[src/tqp_map.svh]
`ifndef TQP_MAP_SVH
`define TQP_MAP_SVH
// Register byte offsets
`define TQP_CTL_OFF 8'h00
`define TQP_IOC_OFF 8'h04
`define TQP_IER_OFF 8'h08
`define TQP_STS_OFF 8'h0C
`define TQP_CNT_OFF 8'h10
`define TQP_GRA_OFF 8'h14
`define TQP_GRB_OFF 8'h18
// Control fields
`define TQP_CLR_F 1:0
`define TQP_PSC_F 3:2
`define TQP_EDG_F 5:4
`define TQP_MOD_F 8:6
`define TQP_CID_F 11:9
// I/O control fields
`define TQP_LVA_F 1:0
`define TQP_INA_B 2
`define TQP_CPA_B 3
`define TQP_LVB_F 5:4
`define TQP_INB_B 6
`define TQP_CPB_B 7
// Status bit positions
`define TQP_FA_B 0
`define TQP_FB_B 1
`define TQP_OVF_B 4
`define TQP_UNF_B 5
`define TQP_DIR_B 7
// Mode codes
`define TQP_M_NORM 3'h0
`define TQP_M_PWM1 3'h2
`define TQP_M_PWM2 3'h3
// Clear sources
`define TQP_CLR_A 2'h1
`define TQP_CLR_B 2'h2
// Prescaler end counts
`define TQP_DIV0 6'h00
`define TQP_DIV1 6'h03
`define TQP_DIV2 6'h0F
`define TQP_DIV3 6'h3F
// Reset values that are not zero
`define TQP_DIR_RST 1'b1
`define TQP_GR_RST 16'hFFFF
`endif

[src/tqp_pkg.sv]
package tqp_pkg;
    typedef struct packed {
        logic [3:0] s1;
        logic [3:0] s2;
        logic [3:0] s3;
        logic [5:0] div;
        logic [11:0] ctl;
        logic [7:0] ioc;
        logic [2:0] ier;
        logic fa;
        logic fb;
        logic ovf;
        logic unf;
        logic dir;
        logic [15:0] cnt;
        logic [15:0] gra;
        logic [15:0] grb;
        logic out_a;
        logic out_b;
        logic cp;
        logic [31:0] rdata;
    } tqp_state_t;
endpackage

[src/tqp_channel.sv]
// Contract
// - Phase counting only on channels 1,2,4,5
// - Phase mode ignores prescaler and edge select
// - Clear, io control, enables, compares stay active
// - Overflow flag up, underflow flag down
// - Readable count direction flag
// - Channels 1,5 pins A,B; 2,4 C,D
// - Four selectable phase counting sub-modes
// - Sub-mode 1 counts every edge
// - Sub-mode 2 counts A falling only
// - Sub-mode 3: A fall up, B fall down
// - Sub-mode 4 counts B edges only
// - PWM1: A sets period, B duty
// - PWM2: clear register period, other duty
// - PWM gives 0%, 100% and between
// - Count clock offered as channel 0 capture
// - Channel 0 matches A,C trigger captures
// - PWM1 pin takes A level then B level
// - Equal period and duty leave output unchanged
//
// Our own choices: the register addresses and the APB register port.
`timescale 1ns/1ps
`include "tqp_map.svh"
`default_nettype none
module tqp_channel
    import tqp_pkg::*;
(
    input wire logic pclk,
    input wire logic presetn,
    input wire logic psel,
    input wire logic penable,
    input wire logic pwrite,
    input wire logic [7:0] paddr,
    input wire logic [31:0] pwdata,
    output logic [31:0] prdata,
    output logic pready,
    output logic pslverr,
    input wire logic ext_phase_pin_a,
    input wire logic ext_phase_pin_b,
    input wire logic ext_phase_pin_c,
    input wire logic ext_phase_pin_d,
    input wire logic chan0_match_a,
    input wire logic chan0_match_c,
    output logic out_a,
    output logic out_b,
    output logic count_pulse
);
    tqp_state_t r;
    tqp_state_t n;
    logic wr, rd, hit;
    logic phase_ok, phase, cd;
    logic a, b, pa, pb, ra, fa, rb, fb;
    logic up, dn, up_step, dn_step, step, tick;
    logic match_a, match_b, cap_a, cap_b, clear;
    logic [5:0] div_end;
    logic [2:0] mode;
    logic [1:0] clr_sel;

    // Output level per io code: low, high, toggle, hold
    function automatic logic lvl(input logic [1:0] code, input logic cur);
        unique case (code)
            2'h0: lvl = 1'b0;
            2'h1: lvl = 1'b1;
            2'h2: lvl = ~cur;
            default: lvl = cur;
        endcase
    endfunction

    // ----------------------------------------
    // Bus decode
    // ----------------------------------------
    // Zero wait state: read data is staged in the setup cycle
    assign wr = psel & penable & pwrite;
    assign rd = psel & ~penable & ~pwrite;
    assign hit = (paddr <= `TQP_GRB_OFF) && (paddr[1:0] == 2'h0);
    assign pready = 1'b1;
    assign pslverr = psel & penable & ~hit;
    assign prdata = r.rdata;
    assign out_a = r.out_a;
    assign out_b = r.out_b;
    assign count_pulse = r.cp;

    // ----------------------------------------
    // Counting
    // ----------------------------------------
    assign mode = r.ctl[`TQP_MOD_F];
    assign clr_sel = r.ctl[`TQP_CLR_F];
    assign phase_ok = (r.ctl[`TQP_CID_F] == 3'h1) || (r.ctl[`TQP_CID_F] == 3'h2)
        || (r.ctl[`TQP_CID_F] == 3'h4) || (r.ctl[`TQP_CID_F] == 3'h5);
    assign phase = mode[2] & phase_ok;
    assign cd = (r.ctl[`TQP_CID_F] == 3'h2) || (r.ctl[`TQP_CID_F] == 3'h4);
    // Edges come from the synchronised stages only, never from s1
    assign a = cd ? r.s2[2] : r.s2[0];
    assign b = cd ? r.s2[3] : r.s2[1];
    assign pa = cd ? r.s3[2] : r.s3[0];
    assign pb = cd ? r.s3[3] : r.s3[1];
    assign ra = a & ~pa;
    assign fa = ~a & pa;
    assign rb = b & ~pb;
    assign fb = ~b & pb;

    // Count conditions per sub-mode
    always_comb begin
        unique case (mode[1:0])
            2'h0: begin
                up = (rb & a) | (fb & ~a) | (ra & ~b) | (fa & b);
                dn = (rb & ~a) | (fb & a) | (ra & b) | (fa & ~b);
            end
            2'h1: begin
                up = fa & b;
                dn = fa & ~b;
            end
            2'h2: begin
                up = fa & b;
                dn = fb & a;
            end
            default: begin
                up = (rb & a) | (fb & ~a);
                dn = (fb & a) | (rb & ~a);
            end
        endcase
    end

    // Prescaler only serves the internal clock
    always_comb begin
        unique case (r.ctl[`TQP_PSC_F])
            2'h0: div_end = `TQP_DIV0;
            2'h1: div_end = `TQP_DIV1;
            2'h2: div_end = `TQP_DIV2;
            default: div_end = `TQP_DIV3;
        endcase
    end
    assign tick = (r.div == div_end);

    // Phase mode bypasses prescaler and edge select entirely
    assign up_step = phase ? (up & ~dn) : tick;
    assign dn_step = phase & dn & ~up;
    assign step = up_step | dn_step;
    assign cap_a = r.ioc[`TQP_CPA_B] & chan0_match_a;
    assign cap_b = r.ioc[`TQP_CPB_B] & chan0_match_c;
    assign match_a = step & ~r.ioc[`TQP_CPA_B] & (r.cnt == r.gra);
    assign match_b = step & ~r.ioc[`TQP_CPB_B] & (r.cnt == r.grb);
    assign clear = ((clr_sel == `TQP_CLR_A) & (match_a | cap_a))
        | ((clr_sel == `TQP_CLR_B) & (match_b | cap_b));

    // ----------------------------------------
    // Next state
    // ----------------------------------------
    always_comb begin
        n = r;
        n.s1 = {ext_phase_pin_d, ext_phase_pin_c, ext_phase_pin_b, ext_phase_pin_a};
        n.s2 = r.s1;
        n.s3 = r.s2;
        n.div = tick ? 6'h00 : r.div + 6'h01;
        n.cp = step;
        // Counter wraps naturally at 16 bits
        if (clear) begin
            n.cnt = 16'h0000;
        end else if (up_step) begin
            n.cnt = r.cnt + 16'h0001;
        end else if (dn_step) begin
            n.cnt = r.cnt - 16'h0001;
        end
        if (up_step) begin
            n.dir = 1'b1;
        end else if (dn_step) begin
            n.dir = 1'b0;
        end
        if (cap_a) begin
            n.gra = r.cnt;
        end
        if (cap_b) begin
            n.grb = r.cnt;
        end
        // Compare outputs; in the PWM modes equal registers suppress the change
        if (mode == `TQP_M_PWM1) begin
            if (match_a && r.gra != r.grb) begin
                n.out_a = lvl(r.ioc[`TQP_LVA_F], r.out_a);
            end else if (match_b && r.gra != r.grb) begin
                n.out_a = lvl(r.ioc[`TQP_LVB_F], r.out_a);
            end
        end else if (mode == `TQP_M_PWM2) begin
            if (clr_sel == `TQP_CLR_A) begin
                if (clear) begin
                    n.out_b = r.ioc[`TQP_INB_B];
                end else if (match_b && r.gra != r.grb) begin
                    n.out_b = lvl(r.ioc[`TQP_LVB_F], r.out_b);
                end
            end else if (clr_sel == `TQP_CLR_B) begin
                if (clear) begin
                    n.out_a = r.ioc[`TQP_INA_B];
                end else if (match_a && r.gra != r.grb) begin
                    n.out_a = lvl(r.ioc[`TQP_LVA_F], r.out_a);
                end
            end
        end else begin
            if (match_a) begin
                n.out_a = lvl(r.ioc[`TQP_LVA_F], r.out_a);
            end
            if (match_b) begin
                n.out_b = lvl(r.ioc[`TQP_LVB_F], r.out_b);
            end
        end
        // Register writes; hardware captures win over software
        if (wr) begin
            unique case (paddr)
                `TQP_CTL_OFF: n.ctl = pwdata[11:0];
                `TQP_IOC_OFF: begin
                    n.ioc = pwdata[7:0];
                    n.out_a = pwdata[`TQP_INA_B];
                    n.out_b = pwdata[`TQP_INB_B];
                end
                `TQP_IER_OFF: n.ier = pwdata[2:0];
                `TQP_CNT_OFF: n.cnt = pwdata[15:0];
                `TQP_GRA_OFF: n.gra = cap_a ? r.cnt : pwdata[15:0];
                `TQP_GRB_OFF: n.grb = cap_b ? r.cnt : pwdata[15:0];
                default: n.ctl = r.ctl;
            endcase
        end
        // Write one clears a flag; a new event in that cycle wins
        n.fa = (r.fa & ~(wr & paddr == `TQP_STS_OFF & pwdata[`TQP_FA_B]))
            | match_a | cap_a;
        n.fb = (r.fb & ~(wr & paddr == `TQP_STS_OFF & pwdata[`TQP_FB_B]))
            | match_b | cap_b;
        n.ovf = (r.ovf & ~(wr & paddr == `TQP_STS_OFF & pwdata[`TQP_OVF_B]))
            | (up_step & ~clear & r.cnt == 16'hFFFF);
        n.unf = (r.unf & ~(wr & paddr == `TQP_STS_OFF & pwdata[`TQP_UNF_B]))
            | (dn_step & ~clear & r.cnt == 16'h0000);
        // Read data staged for the access phase
        n.rdata = 32'h0000_0000;
        if (rd) begin
            unique case (paddr)
                `TQP_CTL_OFF: n.rdata[11:0] = r.ctl;
                `TQP_IOC_OFF: n.rdata[7:0] = r.ioc;
                `TQP_IER_OFF: n.rdata[2:0] = r.ier;
                `TQP_STS_OFF: begin
                    n.rdata[`TQP_FA_B] = r.fa;
                    n.rdata[`TQP_FB_B] = r.fb;
                    n.rdata[`TQP_OVF_B] = r.ovf;
                    n.rdata[`TQP_UNF_B] = r.unf;
                    n.rdata[`TQP_DIR_B] = r.dir;
                end
                `TQP_CNT_OFF: n.rdata[15:0] = r.cnt;
                `TQP_GRA_OFF: n.rdata[15:0] = r.gra;
                `TQP_GRB_OFF: n.rdata[15:0] = r.grb;
                default: n.rdata = 32'h0000_0000;
            endcase
        end
    end

    // State register; direction resets to up
    always_ff @(posedge pclk or negedge presetn) begin
        if (!presetn) begin
            // Compare registers start at all ones so no match fires soon after reset
            r <= '0;
            r.dir <= `TQP_DIR_RST;
            r.gra <= `TQP_GR_RST;
            r.grb <= `TQP_GR_RST;
        end else begin
            r <= n;
        end
    end
endmodule // tqp_channel
`default_nettype wire

[config.mk]
export PLATFORM = sky130hd
export DESIGN_NAME = tqp_channel
export DESIGN_NICKNAME = d
export VERILOG_FILES = /design/src/tqp_pkg.sv /design/src/tqp_channel.sv
export VERILOG_INCLUDE_DIRS = /design/src
export SDC_FILE = /design/constraint.sdc
export NUM_CORES = 1
export LEC_CHECK = 0
export CORE_ASPECT_RATIO = 1.75
export CORE_UTILIZATION = 65
export DETAILED_ROUTE_END_ITERATION = 7
export DONT_BUFFER_PORTS = 1
export PLACE_DENSITY = 0.9
export SLEW_MARGIN = 20
export SYNTH_ARGS = -nofsm -noshare
export SYNTH_HDL_FRONTEND = slang
export SYNTH_SLANG_ARGS = --single-unit
[constraint.sdc]
create_clock -name pclk -period 3.3 [get_ports pclk]
set_clock_uncertainty 0.2 [all_clocks]
set_input_delay 0.33 -clock pclk [delete_from_list [all_inputs] [get_ports pclk]]
set_output_delay 0.33 -clock pclk [all_outputs]
set_load 0.005 [all_outputs]
Yosys cells after proc, flatten, opt, wreduce, memory -nomap -nowiden --
Index checks and enable logic that the tools add are counted.
Operators by class: add/sub/neg operators 3, magnitude comparators 1, equality and inequality tests 27, muxes and demuxes 49, bitwise gates (word level) 76, reductions and logical operators 19
Operators by type and width (number):
- 16-bit two-way mux | 11
- 50-bit two-way mux | 1
- 1-bit AND | 42
- 16-bit == test | 2
- 8-bit by 5-bit == test with 1-bit output, second input constant | 3
- 1-bit two-way mux | 20
- 1-bit inverter | 18
- 6-bit case mux with 3 select lines | 1
- 16-bit by 1-bit adder with 16-bit output, second input constant | 1
- 16-bit == test, second input constant | 1
- 8-bit by 4-bit == test with 1-bit output, second input constant | 2
- 16-bit logical NOT | 1
- 16-bit inequality test | 1
- 1-bit bitwise OR | 16
- 4-bit case mux with 4 select lines | 1
- 16-bit by 1-bit subtractor with 16-bit output, second input constant | 1
- 2-bit case mux with 7 select lines | 1
- 1-bit case mux with 3 select lines | 4
- 1-bit case mux with 6 select lines | 2
- 2-bit case mux with 6 select lines | 1
- 4-bit case mux with 3 select lines | 1
- 2-bit by 1-bit == test with 1-bit output, second input constant | 5
- 2-bit == test, second input constant | 5
- 2-bit logical NOT | 5
- 17 further kinds | 29
Word-level totals: flip-flop bits (word level) 129, input port bits 51, output and inout bits 37, word-level logic and storage cells 194

Depth between registers and ports, before layout --
depth after elaboration 26, gate-level depth with buffers 13, depth with buffers taken out 11

Worst setup path before layout --
OpenSTA, ideal clock, no wires.
path kind flip-flop to flip-flop, start reg r (netlist bit mode[0]), end reg r[68] (netlist bit), library setup time 0.121 ns, arrival 2.606 ns, data required time 2.979 ns, path slack 0.373 ns, cell stages (with the launch flop) 13, buffers on the path 2, period minus slack after synthesis 2.927 ns, path through dfrtp_1 > inv_1 > ha_1 > nand4b_1 > a2111oi_4 > o22ai_2 > nor3_2 > o21a_1 > a221o_1 > buf_6 > nor2_4 > buf_6 > a22o_1
RTL lines:
- start: declaration | line tqp_channel.sv:48 | tqp_state_t r;
- start signal: assignment | line tqp_channel.sv:260 | r <= n;

==> flow_metrics.env <==
export IMPL_wire_length_of_the_first_global_routing_pass_mm=33.6
export IMPL_h_tree_levels=4
export IMPL_worst_slew_pin_slew_ps=1120
export IMPL_n_fill_cell=725
export IMPL_port_buffers=0
export IMPL_global_route_overflow_total=0
export IMPL_groute_usage_overall=0.397
export IMPL_detailroute_via_count=6501
export IMPL_cell_internal_pwr_mw=3.25
export IMPL_met1_length_mm=7.25
export IMPL_grt_pass1_vias=6516
export IMPL_ys_flop_type="dfrtp_1"
export IMPL_die_w_um=81.8
export IMPL_fraction_of_power_spent_switching_nets=0.328
export IMPL_maxCapViolations=0
export IMPL_routed_top_layer="met4"
export IMPL_clock_power_share=0.375
export IMPL_number_of_pins_exceeding_their_max_slew_limit_in_the_final_report=0
export IMPL_relSlewSlack=0.248
export IMPL_power_switching_mw=1.58
export IMPL_synth_top_family_by_area="simple AND/OR/NAND/NOR gates"
export IMPL_ys_async_sr_fraction=1.00
export IMPL_start_kind="flip-flop"
export IMPL_yosys_top_cells_area="dfrtp_1 (28%), dfstp_2 (12%), mux2i_1 (5.7%), nand2_1 (5.2%), xor2_1 (4.5%)"
export IMPL_vias_per_cell=6.87
export IMPL_numCtsBuffers=17
export IMPL_p_comb_frac=0.258
export IMPL_detail_route_first_pass_iterations=6
export IMPL_route_met3_wl_mm=1.77
export IMPL_yosys_area_top_type="dfrtp_1"
export IMPL_final_setup_worst_slack_ps=92.4
export IMPL_area_sequential_mm2=0.00287
export IMPL_synth_edff_count=0
export IMPL_antenna_found_initial=0
export IMPL_placeableCoreArea_mm2=0.0108
export IMPL_fin_tns_setup_ps=0
export IMPL_grt_start_max_net_pins=114
export IMPL_hp_class="primary input to flip-flop"
export IMPL_finalWeightedCongestion=1.02
export IMPL_synth_seq_cells=113
export IMPL_post_layout_total_power_mw=4.83
export IMPL_clock_sink_count=113
export IMPL_power_ir_vdd_worst_uv=440
export IMPL_area_delta_synth_final_pct=13.9
export IMPL_endpoint_type_of_the_worst_setup_path="flip-flop"
export IMPL_drt_total_wl_mm=21.8
export IMPL_synthAdderAreaFrac=0.0155
export IMPL_hold_slack_ps=21.6
export IMPL_tritoncts="yes"
export IMPL_multi_input_area_mm2=0.00392
export IMPL_worst_endpoint_arrival_ps=3280
export IMPL_critical_path_startpoint="mode[0]"
export IMPL_finalSetupViolations=0
export IMPL_detail_routed_net_length_per_standard_cell_um=23.0
export IMPL_min_period_over_period=0.972
export IMPL_share_seq_of_total_power=0.367
export IMPL_run_status="finished, final reports clean"
export IMPL_yosys_cell_types_count=82
export IMPL_rsz0062_at_grt="true"
export IMPL_fmax_mhz=312
export IMPL_die_area_mm2=0.0116
export IMPL_drc=0
export IMPL_clk_root_buffer_cell="clkbuf_16"
export IMPL_die_height_um=142
export IMPL_worst_ep_required_time_ps=3380
export IMPL_pin_count=88
export IMPL_yosys_warnings=0
export IMPL_xor_xnor_cell_area_share_of_the_yosys_netlist=0.0846
export IMPL_p_leak_nw=3.41
export IMPL_placement_rows=50
export IMPL_pre_cts_ws_ps=86.6
export IMPL_synth_simple_area_share=0.174
export IMPL_synthesis_area_mm2=0.00724
export IMPL_power_density_mw_per_mm2=585
export IMPL_cell_count_after_synthesis=776
export IMPL_r2r_start="mode[0]"
export IMPL_fin_crit_ps=3210
export IMPL_cts_buffer_depth=2
export IMPL_antenna_diodes=0
export IMPL_setup_worst_path_class="flip-flop to flip-flop"
export IMPL_worstPathMaxFanout=6
export IMPL_timing_final_hold_violations=0
export IMPL_clk_pin_slew_ps=50
export IMPL_drt_antenna_violating_nets=0
export IMPL_number_of_drc_markers_in_iteration_0=738
export IMPL_initial_core_util=0.673
export IMPL_post_synthesis_compound_gate_area_fraction=0.170
export IMPL_synth_mux_area_fraction=0.0846
export IMPL_yosysTopAreaCellShare=0.276
export IMPL_clkLatencyLatePin_ps=420
export IMPL_syn_avg_cell_area_um2=9.34
export IMPL_dp_hpwl_mm=14.9
export IMPL_synth_yosys_seq_area_share=0.396
export IMPL_dr_wl_met2_mm=10.9
export IMPL_drive_gt1_frac=0.205
export IMPL_hold_start="paddr[2]"
export IMPL_design_final_nets=863
-- kinds of logic after synthesis --
kind of cell | after synthesis
and+or+nand+nor | 251
AOI/OAI and AO/OA | 174
DFF | 113
buffers and inverters | 98
xor gates and xnor gates | 70
muxes | 59
adders and majority gates | 9
other | 2
-- power by group through the flow --
| stage | clock network, mW | logic [mW] | registers, mW |
|---|---|---|---|
| 2_1_floorplan | 0 | 0.867 | 1.68 |
| 3_3_place_gp | 0 | 1.10 | 1.77 |
| 3_5_place_dp | 0 | 1.13 | 1.78 |
| 4_1_cts | 1.82 | 1.21 | 1.76 |
| 5_1_grt | 1.88 | 1.34 | 1.78 |
| 6_report | 1.81 | 1.24 | 1.77 |
-- synth_stat cells (5+ instances only) --
cell type,n
a21oi_1,20
a22o_1,11
a22oi_1,28
a31oi_1,10
and2_1,5
and3_1,9
buf_4,36
clkbuf_1,39
dfrtp_1,80
dfstp_2,33
ha_1,9
inv_1,14
mux2_2,18
mux2i_1,41
nand2_1,101
nand2b_1,7
nand3_1,14
nand4_1,16
nor2_1,35
nor2b_1,5
nor3_1,17
nor4_1,9
o21ai_0,49
o31ai_1,6
xnor2_1,33
xor2_1,37
-- path summary, 6_finish.rpt --
check                             endpoint  slack (ps)  depth (start not counted)
worst min-delay path            prdata[15]          20                          4
worst min register to register      n[118]         150                          0
max in group asynchronous            r[58]        2140                          2
worst max-delay path                 out_a          90                         11
min in group asynchronous            r[90]         340                          2
worst max register to register       out_a          90                         11
-- routing by layer --
| layer | up-vias | global-route usage |
|---|---|---|
| met5 | - | 0 |
| met4 | 0 | 0.332 |
| met3 | 153 | 0.0997 |
| met2 | 477 | 0.648 |
| met1 | 3100 | 0.414 |
| li1 | 2771 | - |
-- critical path, stage by stage, from the launching register on --
cell	delay [ps]
dfrtp_1	410
inv_1	90
ha_1	330
nand4b_1	180
a2111oi_4	460
nor4_2	130
a21o_2	260
buf_4	160
o221a_2	260
o31a_1	300
o32ai_2	200
a31oi_1	80
-- timing repair --
action | in CTS | in global routing
hold endpoints to repair | 200 | 0
buffers inserted | 0 | 1
hold buffers | 25 | 0
endpoints found under the setup margin | 0 | 19
resized for setup | 0 | 5
-- cells in the final DEF, fill, tap and decap left out, drive strengths merged, types with 6 or more instances in the layout --
master	n
xor2	37
a22o	11
and2	6
ha	9
inv	16
a31oi	10
o21a	6
nor4	10
nand4	16
nand2b	7
nand3	15
mux2	18
dfstp	33
o21ai	50
and3	9
nor3	20
buf	53
mux2i	41
conb	17
dlygate4sd3	24
nand2	101
clkbuf	19
xnor2	33
nor2	37
a21oi	20
o31ai	7
dfrtp	80
a22oi	29
-- state kept, by name, indices dropped and copies added, names as in the netlist --
signal	count
r	81
prdata	16
n	8
mode	3
clr_sel	2
count_pulse	1
out_a	1
out_b	1
-- per-stage QoR --
step | util | instances | area, um^2
floorplan | - | 791 | 7300
global placement | 0.685 | 888 | 7370
detailed placement | 0.685 | 888 | 7370
CTS | 0.764 | 945 | 8220
global route | 0.767 | 946 | 8250
finish | 0.767 | 946 | 8250
-- final cells by class --
class,count,area share
multi-input combinational,580,0.475
timing repair buffer,77,0.0797
clock inverter,13,0.0164
clock buffer,19,0.0549
inverter,14,0.00637
tap,130,0.0197
sequential,113,0.348
Note: power is estimated with default switching activity, not from simulation.
